--- config.mk ---
export PLATFORM = sky130hd
export DESIGN_NAME = debug_interrupt_emulator_mode
export DESIGN_NICKNAME = d
export VERILOG_FILES = /design/src/rtl/debug_emu_pkg.sv /design/src/rtl/level_sync.sv /design/src/rtl/status_code_driver.sv /design/src/rtl/debug_interrupt_emulator_mode.sv
export SDC_FILE = /design/constraint.sdc
export NUM_CORES = 1
export LEC_CHECK = 0
export BUFFER_PORTS_ARGS = -buffer_cell sky130_fd_sc_hd__buf_2
export CAP_MARGIN = 15
export CORE_ASPECT_RATIO = 0.9
export CORE_MARGIN = 3
export CORE_UTILIZATION = 41
export CTS_BUF_LIST = sky130_fd_sc_hd__clkbuf_8
export DETAILED_ROUTE_END_ITERATION = 12
export PLACE_DENSITY = 0.81
export SYNTH_ARGS = -nofsm -noshare
export SYNTH_HDL_FRONTEND = slang
export SYNTH_SLANG_ARGS = --single-unit
--- constraint.sdc ---
create_clock -name clk -period 2.1 [get_ports clk]
set_input_delay 0.105 -clock clk [delete_from_list [all_inputs] [get_ports clk]]
set_output_delay 0.105 -clock clk [all_outputs]
set_load 0.02 [all_outputs]
--- src/rtl/debug_emu_pkg.sv ---
//==============================================================
// Operation
// RULE_01: Breakpoint trigger response selectable: show only, halt for debug, debug interrupt.
// RULE_02: Trigger state always shown on the status/debug data bus.
// RULE_03: Debug interrupt outranks every normal interrupt request level.
// RULE_04: Optionally steer fetches and data inside the debug routine to separate space.
// RULE_05: Interrupt mask level stays unchanged when a debug interrupt is taken.
// RULE_06: Debug interrupt entry drives status code 0xD for several cycles.
// RULE_07: Debug interrupt sets the hidden emulator-mode bit; software cannot read it.
// RULE_08: Inside the debug routine, normal interrupts are sampled once per instruction.
// RULE_09: New exception captures the emulator-mode bit, then clears it before the handler.
// RULE_10: Captured bit goes to fault status bit 1, frame longword bit 17.
// RULE_11: Exception return reloads the saved flag; one re-enters emulator mode.
// RULE_12: Resuming the debug routine after exception return drives status code 0xD again.
// RULE_13: Unlimited nesting, saving and restoring the emulator bit per exception level.
package debug_emu_pkg;

	//==============================================================
	// Widths and encodings
	localparam int        STATUS_WIDTH      = 4;
	localparam int        TRIG_STATE_WIDTH  = 4;
	localparam int        LEVEL_WIDTH       = 3;
	localparam int        FRAME_WIDTH       = 32;
	localparam logic [3:0] STATUS_DEBUG_INT = 4'hD;
	localparam logic [2:0] LEVEL_NONMASK    = 3'h7;

	//==============================================================
	// Frame layout: fault status field starts at bit 16
	localparam int FAULT_FIELD_LSB  = 16;
	localparam int FAULT_EMU_BIT    = 1;
	localparam int FRAME_EMU_BIT    = FAULT_FIELD_LSB + FAULT_EMU_BIT;

	//==============================================================
	// Counts and reset values
	localparam int          DEBUG_STATUS_CYCLES = 3;
	localparam logic [31:0] FRAME_RESET         = 32'h0000_0000;

	//==============================================================
	// Trigger response selection
	typedef enum logic [1:0] {
		RESP_SHOW_ONLY,
		RESP_HALT,
		RESP_DEBUG_INT,
		RESP_SPARE
	} resp_type;

endpackage

--- src/rtl/level_sync.sv ---
`timescale 1ns/100ps
`default_nettype none
module level_sync #(
	parameter int WIDTH = 3
) (
	input  wire logic             clk,
	input  wire logic             rst_b,
	input  wire logic [WIDTH-1:0] async_in,
	output var  logic [WIDTH-1:0] sync_out
);

	logic [WIDTH-1:0] meta_q;

	generate
		if (WIDTH < 1) begin : g_bad
			$error("level_sync: WIDTH must be at least 1");
		end
	endgenerate

	//==============================================================
	// Two stages; first stage feeds only the second
	always_ff @(posedge clk or negedge rst_b) begin
		if (!rst_b) begin
			meta_q   <= '0;
			sync_out <= '0;
		end else begin
			meta_q   <= async_in;
			sync_out <= meta_q;
		end
	end

endmodule
`default_nettype wire

--- src/rtl/status_code_driver.sv ---
`timescale 1ns/100ps
`default_nettype none
module status_code_driver #(
	parameter int HOLD_CYCLES = debug_emu_pkg::DEBUG_STATUS_CYCLES
) (
	input  wire logic                                   clk,
	input  wire logic                                   rst_b,
	input  wire logic                                   start,
	input  wire logic [debug_emu_pkg::STATUS_WIDTH-1:0] core_code,
	output var  logic [debug_emu_pkg::STATUS_WIDTH-1:0] code_q
);
	import debug_emu_pkg::*;

	generate
		if (HOLD_CYCLES < 2 || HOLD_CYCLES > 15) begin : g_bad
			$error("status_code_driver: HOLD_CYCLES must be 2..15");
		end
	endgenerate

	localparam logic [3:0] HOLD_LAST = 4'(HOLD_CYCLES - 1);

	logic [3:0] left_q;
	logic [3:0] left_d;
	logic       holding;

	//==============================================================
	// Hold counter; a restart during a hold reloads it
	assign holding = start || (left_q != 4'h0);
	assign left_d  = start ? HOLD_LAST : (left_q != 4'h0) ? left_q - 4'h1 : 4'h0;

	always_ff @(posedge clk or negedge rst_b) begin
		if (!rst_b) begin
			left_q <= 4'h0;
			code_q <= '0;
		end else begin
			left_q <= left_d;
			// RULE_06: debug code held
			code_q <= holding ? STATUS_DEBUG_INT : core_code;
		end
	end

endmodule
`default_nettype wire

--- src/rtl/debug_interrupt_emulator_mode.sv ---
`timescale 1ns/100ps
`default_nettype none
module debug_interrupt_emulator_mode (
	input  wire logic                                      clk,
	input  wire logic                                      rst_b,
	input  wire logic                                      brk_trigger,
	input  wire logic [debug_emu_pkg::TRIG_STATE_WIDTH-1:0] brk_trigger_state,
	input  wire debug_emu_pkg::resp_type                   trigger_response,
	input  wire logic                                      alt_space_enable,
	input  wire logic [debug_emu_pkg::LEVEL_WIDTH-1:0]      irq_level_pin,
	input  wire logic [debug_emu_pkg::LEVEL_WIDTH-1:0]      mask_level,
	input  wire logic                                      instr_done,
	input  wire logic                                      exc_req,
	input  wire logic                                      rte_exec,
	input  wire logic [debug_emu_pkg::FRAME_WIDTH-1:0]      rte_frame_word,
	input  wire logic [debug_emu_pkg::STATUS_WIDTH-1:0]     core_status_code,
	input  wire logic                                      halt_release,
	output var  logic [debug_emu_pkg::STATUS_WIDTH-1:0]     processor_status_code,
	output var  logic [debug_emu_pkg::TRIG_STATE_WIDTH-1:0] processor_status_debug_bus,
	output var  logic                                      halted_background_debug,
	output var  logic                                      debug_int_taken,
	output var  logic                                      irq_taken,
	output var  logic [debug_emu_pkg::LEVEL_WIDTH-1:0]      irq_taken_level,
	output var  logic                                      mask_update,
	output var  logic                                      frame_write,
	output var  logic [debug_emu_pkg::FRAME_WIDTH-1:0]      exc_frame_word,
	output var  logic                                      alt_space_select
);
	import debug_emu_pkg::*;

	typedef enum logic {
		MODE_NORMAL,
		MODE_EMULATOR
	} mode_type;

	mode_type                    mode_q;
	mode_type                    mode_d;
	logic                        dbg_pend_q;
	logic                        dbg_pend_d;
	logic                        halt_q;
	logic                        halt_d;
	logic [TRIG_STATE_WIDTH-1:0] dbg_bus_q;
	logic                        dbg_taken_q;
	logic                        irq_taken_q;
	logic [LEVEL_WIDTH-1:0]      irq_lvl_q;
	logic                        mask_upd_q;
	logic                        frame_wr_q;
	logic [FRAME_WIDTH-1:0]      frame_q;
	logic [FRAME_WIDTH-1:0]      frame_d;
	logic                        alt_q;
	logic [LEVEL_WIDTH-1:0]      irq_level_s;

	logic emu_now;
	logic trig_debug;
	logic irq_valid;
	logic take_debug;
	logic take_exc;
	logic take_irq;
	logic take_any_exc;
	logic rte_resume;
	logic status_start;

	//==============================================================
	// Interrupt priority pins come from outside the clock domain
	level_sync #(
		.WIDTH (LEVEL_WIDTH)
	) u_irq_sync (
		.clk      (clk),
		.rst_b    (rst_b),
		.async_in (irq_level_pin),
		.sync_out (irq_level_s)
	);

	// Level 7 passes any mask; others must exceed it
	function automatic logic level_wins(input logic [LEVEL_WIDTH-1:0] lvl,
	                                     input logic [LEVEL_WIDTH-1:0] mask);
		level_wins = (lvl == LEVEL_NONMASK) || (lvl > mask);
	endfunction

	//==============================================================
	// Event decode
	assign emu_now    = (mode_q == MODE_EMULATOR);
	// RULE_01: interrupt response selected
	assign trig_debug = brk_trigger && (trigger_response == RESP_DEBUG_INT);
	assign irq_valid  = (irq_level_s != 3'h0) && level_wins(irq_level_s, mask_level);
	// Return processing owns the cycle; sampling waits for the next boundary
	// RULE_03: debug outranks normal levels
	assign take_debug = instr_done && !rte_exec && dbg_pend_q && !emu_now;
	assign take_exc   = instr_done && !rte_exec && !take_debug && exc_req;
	// RULE_08: one sample per instruction
	assign take_irq   = instr_done && !rte_exec && !take_debug && !exc_req && irq_valid;
	assign take_any_exc = take_exc || take_irq;
	// RULE_11: saved flag decides resume
	assign rte_resume   = rte_exec && rte_frame_word[FRAME_EMU_BIT];
	assign status_start = take_debug || rte_resume;

	//==============================================================
	// Pending debug request; a new trigger wins over the take
	assign dbg_pend_d = trig_debug || (dbg_pend_q && !take_debug);

	//==============================================================
	// Halt request; a new trigger wins over the release
	// RULE_01: halt response selected
	assign halt_d = (brk_trigger && (trigger_response == RESP_HALT)) || (halt_q && !halt_release);

	//==============================================================
	// Emulator-mode state, never exposed on a port
	always_comb begin
		mode_d = mode_q;
		unique case (mode_q)
			MODE_NORMAL: begin
				// RULE_07: entry sets emulator mode
				if (take_debug) begin
					mode_d = MODE_EMULATOR;
				// RULE_11: reload from frame
				end else if (rte_resume) begin
					mode_d = MODE_EMULATOR;
				end
			end
			MODE_EMULATOR: begin
				// RULE_09: clear after capture
				if (take_any_exc) begin
					mode_d = MODE_NORMAL;
				end else if (rte_exec && !rte_resume) begin
					mode_d = MODE_NORMAL;
				end
			end
		endcase
	end

	//==============================================================
	// Frame word carries the captured bit in the fault field
	// RULE_10: captured bit to bit 17
	always_comb begin
		frame_d = FRAME_RESET;
		frame_d[FRAME_EMU_BIT] = emu_now;
	end

	//==============================================================
	// State registers
	always_ff @(posedge clk or negedge rst_b) begin
		if (!rst_b) begin
			mode_q     <= MODE_NORMAL;
			dbg_pend_q <= 1'b0;
			halt_q     <= 1'b0;
		end else begin
			mode_q     <= mode_d;
			dbg_pend_q <= dbg_pend_d;
			halt_q     <= halt_d;
		end
	end

	//==============================================================
	// Exception outputs; one-cycle pulses plus held frame word
	// RULE_13: per-level save and restore
	always_ff @(posedge clk or negedge rst_b) begin
		if (!rst_b) begin
			dbg_taken_q <= 1'b0;
			irq_taken_q <= 1'b0;
			irq_lvl_q   <= '0;
			mask_upd_q  <= 1'b0;
			frame_wr_q  <= 1'b0;
			frame_q     <= FRAME_RESET;
		end else begin
			dbg_taken_q <= take_debug;
			irq_taken_q <= take_irq;
			// RULE_05: mask untouched on debug
			mask_upd_q  <= take_irq;
			frame_wr_q  <= take_any_exc;
			if (take_irq) begin
				irq_lvl_q <= irq_level_s;
			end
			if (take_any_exc) begin
				frame_q <= frame_d;
			end
		end
	end

	//==============================================================
	// Trigger state always mirrored; alternate space follows emulator mode
	always_ff @(posedge clk or negedge rst_b) begin
		if (!rst_b) begin
			dbg_bus_q <= '0;
			alt_q     <= 1'b0;
		end else begin
			// RULE_02: trigger state always shown
			dbg_bus_q <= brk_trigger_state;
			// RULE_04: optional separate space
			alt_q     <= alt_space_enable && (mode_d == MODE_EMULATOR);
		end
	end

	//==============================================================
	// Status code, forced to debug code on entry and resume
	// RULE_12: resume shows debug code
	status_code_driver #(
		.HOLD_CYCLES (DEBUG_STATUS_CYCLES)
	) u_status (
		.clk       (clk),
		.rst_b     (rst_b),
		.start     (status_start),
		.core_code (core_status_code),
		.code_q    (processor_status_code)
	);

	assign processor_status_debug_bus = dbg_bus_q;
	assign halted_background_debug    = halt_q;
	assign debug_int_taken            = dbg_taken_q;
	assign irq_taken                  = irq_taken_q;
	assign irq_taken_level            = irq_lvl_q;
	assign mask_update                = mask_upd_q;
	assign frame_write                = frame_wr_q;
	assign exc_frame_word             = frame_q;
	assign alt_space_select           = alt_q;

	//==============================================================
	// Checks
	// RULE_06: debug code on entry
	entry_code_a: assert property (@(posedge clk) disable iff (!rst_b) // RULE_06
		take_debug |=> (processor_status_code == STATUS_DEBUG_INT) [*3])
		else $error("debug entry did not hold status code");

	// RULE_12: debug code on resume
	resume_code_a: assert property (@(posedge clk) disable iff (!rst_b) // RULE_12
		rte_resume |=> ##1 processor_status_code == STATUS_DEBUG_INT)
		else $error("resume did not show debug status code");

	// RULE_07: entry sets the mode
	emu_set_a: assert property (@(posedge clk) disable iff (!rst_b) // RULE_07
		take_debug |=> emu_now)
		else $error("emulator mode not set on debug entry");

	// RULE_09: capture then clear
	emu_clear_a: assert property (@(posedge clk) disable iff (!rst_b) // RULE_09
		(take_any_exc && emu_now) |=> !emu_now && frame_write)
		else $error("emulator mode not cleared on exception");

	// RULE_10: frame bit carries old mode
	frame_bit_a: assert property (@(posedge clk) disable iff (!rst_b) // RULE_10
		take_any_exc |=> exc_frame_word[17] == $past(emu_now))
		else $error("frame bit 17 does not match captured mode");

	// RULE_11: reload follows the flag
	rte_reload_a: assert property (@(posedge clk) disable iff (!rst_b) // RULE_11
		rte_exec |=> emu_now == $past(rte_frame_word[17]))
		else $error("return did not reload emulator mode");

	// RULE_03: debug wins over interrupts
	debug_prio_a: assert property (@(posedge clk) disable iff (!rst_b) // RULE_03
		(take_debug && irq_valid) |=> debug_int_taken && !irq_taken)
		else $error("normal interrupt beat debug interrupt");

	// RULE_05: no mask change on debug
	mask_keep_a: assert property (@(posedge clk) disable iff (!rst_b) // RULE_05
		take_debug |=> !mask_update)
		else $error("mask updated on debug interrupt");

	// RULE_02: bus mirrors trigger state
	bus_mirror_a: assert property (@(posedge clk) disable iff (!rst_b) // RULE_02
		##1 processor_status_debug_bus == $past(brk_trigger_state))
		else $error("debug bus lost trigger state");

	// RULE_08: no sample off boundary
	irq_sample_a: assert property (@(posedge clk) disable iff (!rst_b) // RULE_08
		irq_taken |-> $past(instr_done))
		else $error("interrupt taken without instruction boundary");

	// RULE_04: alternate space only in emulator mode
	alt_space_a: assert property (@(posedge clk) disable iff (!rst_b) // RULE_04
		alt_space_select |-> emu_now && $past(alt_space_enable))
		else $error("alternate space outside emulator mode");

	// RULE_01: halt response raises halt
	halt_resp_a: assert property (@(posedge clk) disable iff (!rst_b) // RULE_01
		(brk_trigger && trigger_response == RESP_HALT) |=> halted_background_debug)
		else $error("halt response did not halt");

	// RULE_10: only the captured bit
	frame_only_a: assert property (@(posedge clk) disable iff (!rst_b) // RULE_10
		frame_write |-> (exc_frame_word & 32'hFFFD_FFFF) == 32'h0000_0000)
		else $error("frame word has bits beside the captured flag");

	// RULE_12: resume holds debug code
	resume_hold_a: assert property (@(posedge clk) disable iff (!rst_b) // RULE_12
		rte_resume |=> (processor_status_code == STATUS_DEBUG_INT) [*3])
		else $error("resume did not hold debug status code");

	// RULE_09: exception leaves alternate space
	exc_leave_a: assert property (@(posedge clk) disable iff (!rst_b) // RULE_09
		take_any_exc |=> !alt_space_select)
		else $error("alternate space kept after exception");

	// RULE_05: no mask pulse with debug
	debug_mask_a: assert property (@(posedge clk) disable iff (!rst_b) // RULE_05
		debug_int_taken |-> !mask_update)
		else $error("mask update with debug interrupt");

	// RULE_03: pending debug wins boundary
	debug_first_a: assert property (@(posedge clk) disable iff (!rst_b) // RULE_03
		(instr_done && !rte_exec && dbg_pend_q && !emu_now) |=> debug_int_taken && !frame_write)
		else $error("debug request lost its boundary");

endmodule
`default_nettype wire

==> impl_metrics.ini, run 1 <==
[route]
wl_met3_um = 189
drtIter0Drc = 33
avgRoutedWirePerCell_um = 9.77
ant_nets = 0
via_per_inst = 4.26
met2WireLength_mm = 1.13
wl_met1_um = 899
drc = 0
totalWireLength_mm = 2.26
dr.pass1.iters = 4
top_layer = met4
num_vias = 985

[place]
dpl-instance-area_um2 = 1560
place_hpwl_mm = 1.78
pre_cts_ws_ns = 0.228
io_buffers = 42
gp_congestion = 0.727

[pwr]
p_clk_frac = 0.329
switchingPower_w = 0.000435
cellLeakagePower_nw = 0.897
p_int_w = 0.00104
vdd_drop_max_mv = 0.565
seqPwrFrac = 0.449
p_sw_frac = 0.295
p_per_area_nw_per_um2 = 842
combPwrFrac = 0.222

[timing]
setup_viol = 0
worst_pin_slew_ns = 0.608
relSlewSlack = 0.595
fin_crit_ns = 1.89
hold_violations = 0
clock.fmax_mhz = 530
fin_skew_ns = 0.00449
slew_viol_final = 0
finalWorstSetupSlack_ns = 0.213
finalCritPeriodShare = 0.899
rsz0062_at_grt = no
fin_setup_tns_ns = 0

[setup_path]
path_cells = ha_1, nand3_1, o21ai_1, o31ai_1, o21a_1, nor3b_1
critPathMaxStageDelay_ns = 0.44
critPathSlowestCell = dfrtp_1
endpoint_kind = register
crit_fanout = 8
required_ns = 2.27
critPathKind = reg2reg
crit_path_start_kind = register
worstPathArrival_ns = 2.05
critical_path_buf_inv_count = 0
crit_family = compound AO/OA/AOI/OAI gates

[die]
die-height_um = 61.9
rows = 19
core_um2 = 3190
io_pins = 105
start_util = 0.447
fp.dieW_um = 68.1
dieArea_um2 = 4220

[synth]
ys_warn_count = 0
synth_seq_cells = 29
synth.avg_cell_area_um2 = 10.8
netlist_area_um2 = 1430
ys_seq_area_frac = 0.509
synthCells = 132
synthDistinctLibCells = 33

[layout]
final_layout_size_suffix_gt1_frac = 0.323
finalInstanceArea_um2 = 1750
final_nets = 247
final_common_cell = buf_2
antennaDiodeCount = 0
n_fill_cell = 301
syn2layout_area_growth_pct = 22.9
final_cell_mix = 42 x buf_2, 31 x conb_1, 29 x dfrtp_1

[global_routing]
grt_max_degree = 30
grt_pass1_vias = 769
gr-usage-all-layers = 0.112
antenna_found_initial = 0
grt_pass1_wl_mm = 3.30
gr-total-overflow = 0

[clocking]
htreeDepth = 2
postCtsSetupBuffers = 0
cts_tree = yes
numCtsBuffers = 5
clk_latency_ns = 0.27
cts-resized-gates = 0
clockBufferDepth = 2
path_clk_slew_ns = 0.06
cts-root-buf = clkbuf_8
holdBufCountCts = 9
clock_sinks = 29

[status]
status = complete, no violations

[run]
cap_violations = 0

[min_path]
hold_class = in2reg
==> final cells by class <==
cell class,instances,area (um2),area share
multi-input combinational,93,542,0.309
tap,42,52.6,0.0300
timing repair buffer,51,300,0.171
sequential,29,726,0.414
inverter,8,30.0,0.0171
clock buffer,7,96.3,0.0550
clock inverter,1,5.00,0.00286
==> logic make-up after synthesis <==
family / synth area share
buffers and inverters: 0.190
and+or+nand+nor: 0.134
DFF: 0.509
AOI/OAI and AO/OA: 0.138
adders and majority gates: 0.0263
other: 0.00263
==> power by group through the flow <==
stage / Clock (W) / Combinational, W / Sequential [W]
2_1_floorplan: 0 / 0.000200 / 0.000729
3_3_place_gp: 0 / 0.000314 / 0.000672
3_5_place_dp: 0 / 0.000319 / 0.000673
4_1_cts: 0.000508 / 0.000331 / 0.000664
5_1_grt: 0.000540 / 0.000359 / 0.000672
6_report: 0.000485 / 0.000327 / 0.000663
==> stage by stage <==
step,hold slack [ns],std cells,power (W),util
floorplan,-0.191,162,0.000929,-
global placement,0.154,214,0.000986,0.490
detailed placement,0.155,214,0.000992,0.490
CTS,0.00660,231,0.00150,0.550
global route,0.0151,231,0.00157,0.550
finish,0.0187,231,0.00148,0.550
==> worst paths after layout <==
| path | startpoint | end | slack [ns] | cells after the start |
|---|---|---|---|---|
| setup / recovery | u_irq_sync.sync_out[1] | frame_write | 0.21 | 6 |
| hold / removal | core_status_code[2] | u_status.code_q[2] | 0.02 | 2 |
| setup reg to reg | u_irq_sync.sync_out[1] | frame_write | 0.21 | 6 |
| hold reg to reg | u_irq_sync.meta_q[0] | u_irq_sync.sync_out[0] | 0.35 | 0 |
| max in group asynchronous | rst_b | irq_taken_level[0] | 1.32 | 2 |
| min in group asynchronous | rst_b | u_status.code_q[1] | 0.37 | 2 |
==> cell usage after synthesis, drive strengths merged <==
master | instances | area [um2]
o31ai | 1 | 7.51
a22oi | 1 | 7.51
nand2b | 2 | 20.0
dfrtp | 29 | 726
buf | 32 | 240
or3 | 1 | 11.3
a211oi | 1 | 12.5
a21oi | 5 | 36.3
or2 | 4 | 25.0
nor3 | 4 | 25.0
nor2 | 8 | 30.0
o21a | 1 | 7.51
a221oi | 1 | 15.0
nor2b | 1 | 6.26
nor3b | 3 | 27.5
a21boi | 1 | 7.51
o211ai | 1 | 7.51
o2bb2ai | 3 | 26.3
ha | 3 | 37.5
a22o | 1 | 8.76
nand3b | 2 | 15.0
o311a | 1 | 10.0
conb | 1 | 3.75
o21ai | 10 | 50.0
and2 | 1 | 6.26
nand2 | 4 | 15.0
nand3 | 2 | 10.0
inv | 8 | 30.0
==> flip-flops by register name, indices dropped and copies added (netlist names) <==
signal and cells:
alt_space_select 1, dbg_pend_q 1, debug_int_taken 1, emu_now 1, exc_frame_word 1, frame_write 1, halted_background_debug 1, irq_taken_level 3
mask_update 1, processor_status_debug_bus 4, u_irq_sync.meta_q 3, u_irq_sync.sync_out 3, u_status.code_q 4, u_status.left_q 4
==> metal layers <==
| layer | vias to the layer above | GRT usage |
|---|---|---|
| met2 | 40 | 0.173 |
| met3 | 5 | 0.0540 |
| met1 | 446 | 0.130 |
| met4 | 0 | 0.0595 |
| li1 | 494 | - |
| met5 | - | 0 |
(Power assumes the default switching activity.)
==> run 2, diff against run 1 <==
--- a/config.mk
+++ b/config.mk
@@ -5,7 +5,7 @@
 export SDC_FILE = /design/constraint.sdc
 export NUM_CORES = 1
 export LEC_CHECK = 0
-export BUFFER_PORTS_ARGS = -buffer_cell sky130_fd_sc_hd__buf_2
+export BUFFER_PORTS_ARGS = -buffer_cell sky130_fd_sc_hd__buf_4
 export CAP_MARGIN = 15
 export CORE_ASPECT_RATIO = 0.9
 export CORE_MARGIN = 3
==> impl_metrics.ini, run 2 (same netlist as run 1, synthesis figures left out) <==
[global_routing]
gr-usage-all-layers = 0.113
grt_max_degree = 30
antenna_found_initial = 0
grt_pass1_wl_mm = 3.45
gr-total-overflow = 0
grt_pass1_vias = 787

[setup_path]
required_ns = 2.26
endpoint_kind = register
worst-r2r-cell-count = 7
crit_fanout = 8
crit_path_start_kind = register
r2r_end = frame_write
worstPathArrival_ns = 2.09
reg2reg_slack_ns = 0.18
critPathKind = reg2reg
r2r-start = u_irq_sync.sync_out[0]
cp-startpoint = u_irq_sync.sync_out[0]
crit_end = frame_write

[timing]
fin_setup_tns_ns = 0
rsz0062_at_grt = no
finalWorstSetupSlack_ns = 0.177
fin_skew_ns = 0.00406
clock.fmax_mhz = 520
finalCritPeriodShare = 0.916
hold_violations = 0
slew_viol_final = 0
fin_crit_ns = 1.92
setup_viol = 0

[die]
rows = 19
start_util = 0.447
die-height_um = 61.9
fp.dieW_um = 68.1
io_pins = 105
dieArea_um2 = 4220
core_um2 = 3190

[layout]
final_nets = 247
final_cell_mix = 42 x buf_4, 31 x conb_1, 29 x dfrtp_1
final_layout_size_suffix_gt1_frac = 0.317
antennaDiodeCount = 0
syn2layout_area_growth_pct = 31.3
n_fill_cell = 277
finalInstanceArea_um2 = 1870
final_common_cell = buf_4

[clocking]
clk_latency_ns = 0.27
postCtsSetupBuffers = 0
clockBufferDepth = 2
clock_sinks = 29
cts-root-buf = clkbuf_8
path_clk_slew_ns = 0.06
numCtsBuffers = 5
cts_tree = yes
htreeDepth = 2

[route]
drtIter0Drc = 24
drc = 0
dr.pass1.iters = 4
via_per_inst = 4.16
avgRoutedWirePerCell_um = 10.0
totalWireLength_mm = 2.32
num_vias = 960
ant_nets = 0

[pwr]
cellLeakagePower_nw = 0.937
total_power_w = 0.00161
p_per_area_nw_per_um2 = 858
vdd_drop_max_mv = 0.601

[place]
io_buffers = 42
gp_congestion = 0.703
dpl-instance-area_um2 = 1670
pre_cts_ws_ns = 0.262
place_hpwl_mm = 1.79

[status]
status = complete, no violations

[min_path]
hold_class = in2reg
holdPathStages = 2

[run]
cap_violations = 0
## run 2: final cells by class
type                    instances  area [um2]  share of cell area
flip-flops and latches         29         726               0.388
repair buffers                 51         405               0.217
well taps                      42        52.6              0.0281
clock inverters                 2        33.8              0.0180
inverters                       8        30.0              0.0160
clock buffers                   6        82.6              0.0441
multi-input cells              93         542               0.289
## run 2: worst min-delay path by stage
stage                                         end                start
after detailed placement       u_status.code_q[2]                rst_b
after floorplan                  alt_space_select                rst_b
after global placement         u_status.code_q[2]                rst_b
final                          u_status.code_q[2]  core_status_code[2]
after CTS                 halted_background_debug         halt_release
after global routing           u_status.code_q[2]  core_status_code[2]
## run 2: report_power, final
| part | internal, W | total, W | switching (W) |
|---|---|---|---|
| registers | 0.000624 | 0.000668 | 0.0000439 |
| logic | 0.000160 | 0.000369 | 0.000209 |
| clock network | 0.000381 | 0.000568 | 0.000187 |
## run 2: stage by stage
stage | utilization | cells | hold WS, ns
finish | 0.588 | 231 | 0.0234
floorplan | - | 162 | -0.191
detailed placement | 0.523 | 214 | 0.0395
CTS | 0.584 | 230 | 0.0103
global route | 0.588 | 231 | 0.00823
global placement | 0.523 | 214 | 0.0403
## run 2: routing by layer
layer  track usage  part of all wire  up-vias
met5             0                 0        -
met4        0.0340            0.0052        0
met1         0.141              0.42      426
met2         0.179              0.48       37
li1              -                 -      495
met3        0.0486             0.093        2
## run 2: repair_timing
action                                  in CTS  in global routing
hold buffers                                 8                  1
gates resized for setup                      0                  0
hold endpoints to repair                    36                  1
endpoints found under the setup margin       0                  0
## run 2: worst max-delay path, stage by stage (launching register included)
cell,delay (ns)
dfrtp_1,0.46
inv_1,0.07
ha_1,0.27
nand3_1,0.06
o21ai_1,0.11
o31ai_1,0.34
o21a_1,0.25
nor3b_1,0.25
==> run 3, diff against run 2 <==
--- a/config.mk
+++ b/config.mk
@@ -7,7 +7,7 @@
 export LEC_CHECK = 0
 export BUFFER_PORTS_ARGS = -buffer_cell sky130_fd_sc_hd__buf_4
 export CAP_MARGIN = 15
-export CORE_ASPECT_RATIO = 0.9
+export CORE_ASPECT_RATIO = 1.75
 export CORE_MARGIN = 3
 export CORE_UTILIZATION = 41
 export CTS_BUF_LIST = sky130_fd_sc_hd__clkbuf_8
==> impl_metrics.ini, run 3 (same netlist as run 1, synthesis figures left out) <==
[status]
status = complete, no violations

[pwr]
p_per_area_nw_per_um2 = 793
vdd_drop_max_mv = 0.687
cellLeakagePower_nw = 0.924

[layout]
final_layout_size_suffix_gt1_frac = 0.323
antennaDiodeCount = 0
final_common_cell = buf_4
finalInstanceArea_um2 = 1840
final_nets = 247
final_cell_mix = 43 x buf_4, 31 x conb_1, 29 x dfrtp_1
n_fill_cell = 312
syn2layout_area_growth_pct = 28.9

[setup_path]
critPathMaxStageDelay_ns = 0.45
critPathSlowestCell = dfrtp_1
worstPathArrival_ns = 2.02
required_ns = 2.29
path_cells = ha_1, nand3_1, o21ai_1, o31ai_1, o21a_1, nor3b_1
crit_path_start_kind = register
crit_fanout = 8
worst-r2r-cell-count = 6
critical_path_buf_inv_count = 0
critPathKind = reg2reg
endpoint_kind = register
reg2reg_slack_ns = 0.26
crit_family = compound AO/OA/AOI/OAI gates
critical_path_depth = 6

[global_routing]
gr-usage-all-layers = 0.132
antenna_found_initial = 0
grt_max_degree = 30
gr-total-overflow = 0
grt_pass1_wl_mm = 4.28
grt_pass1_vias = 1004

[die]
core_um2 = 3240
io_pins = 105
dieArea_um2 = 4250
rows = 27
fp.dieW_um = 50.6
start_util = 0.439
die-height_um = 84.0

[clocking]
clock_sinks = 29
numCtsBuffers = 5
cts-resized-gates = 0
holdBufCountCts = 8
clk_latency_ns = 0.27
clockBufferDepth = 2
htreeDepth = 2
postCtsSetupBuffers = 0
cts-root-buf = clkbuf_8
path_clk_slew_ns = 0.06
cts_tree = yes

[place]
gp_congestion = 0.811
place_hpwl_mm = 2.02
dpl-instance-area_um2 = 1670
io_buffers = 42

[run]
cap_violations = 0

[route]
via_per_inst = 4.48
avgRoutedWirePerCell_um = 11.2
drc = 0
ant_nets = 0
totalWireLength_mm = 2.59
drtIter0Drc = 11
num_vias = 1040
dr.pass1.iters = 4

[timing]
finalCritPeriodShare = 0.876
clock.fmax_mhz = 544
fin_crit_ns = 1.84
rsz0062_at_grt = no
setup_viol = 0
fin_setup_tns_ns = 0
slew_viol_final = 0
holdWs_ns = 0.0181
hold_violations = 0
fin_skew_ns = 0.00422

[min_path]
hold_class = in2reg
holdPathStages = 2
==> run 3: cell types whose count changed in the layout (fill, tap and decap cells not counted), sizes merged <==
cell         delta
dlygate4sd3     -1
clkinv          +2
buf             +1
bufinv          -1
clkbuf          -1
==> run 3: path summary, 6_finish.rpt <==
kind / startpoint / to
worst max-delay path: u_irq_sync.sync_out[1] / frame_write
worst min-delay path: halt_release / halted_background_debug
worst max register to register: u_irq_sync.sync_out[1] / frame_write
worst min register to register: u_irq_sync.meta_q[1] / u_irq_sync.sync_out[1]
max in group asynchronous: rst_b / processor_status_debug_bus[1]
min in group asynchronous: rst_b / dbg_pend_q
==> run 3: cell type report <==
type	instances	area, um2	share of cell area
Timing Repair Buffer	51	403	0.219
Clock buffer	5	68.8	0.0375
Tap cell	43	53.8	0.0293
Sequential cell	29	726	0.395
Inverter	8	30.0	0.0163
Clock inverter	3	13.8	0.00749
Multi-Input combinational cell	93	542	0.295
==> run 3: metal layers <==
layer | vias up | track usage | share of wire
met2 | 50 | 0.239 | 0.58
li1 | 493 | - | -
met5 | - | 0 | 0
met4 | 0 | 0.0588 | 0.015
met3 | 5 | 0.0447 | 0.094
met1 | 492 | 0.130 | 0.31
==> run 3: through the flow <==
| step | util | total power [W] | worst slack [ns] | std cells |
|---|---|---|---|---|
| 5_1_grt | 0.566 | 0.00154 | 0.00446 | 232 |
| 6_report | 0.566 | 0.00146 | 0.260 | 232 |
| 3_5_place_dp | 0.516 | 0.00104 | 0.275 | 216 |
| 4_1_cts | 0.566 | 0.00147 | 0.253 | 232 |
| 2_1_floorplan | - | 0.000929 | 0.442 | 162 |
| 3_3_place_gp | 0.516 | 0.00103 | 0.304 | 216 |
==> run 3: power by group <==
group          switching, W  leakage [nW]  internal, W
clock              0.000194        0.0491     0.000224
combinational      0.000212         0.523     0.000160
sequential        0.0000416         0.353     0.000624
total              0.000448         0.924      0.00101
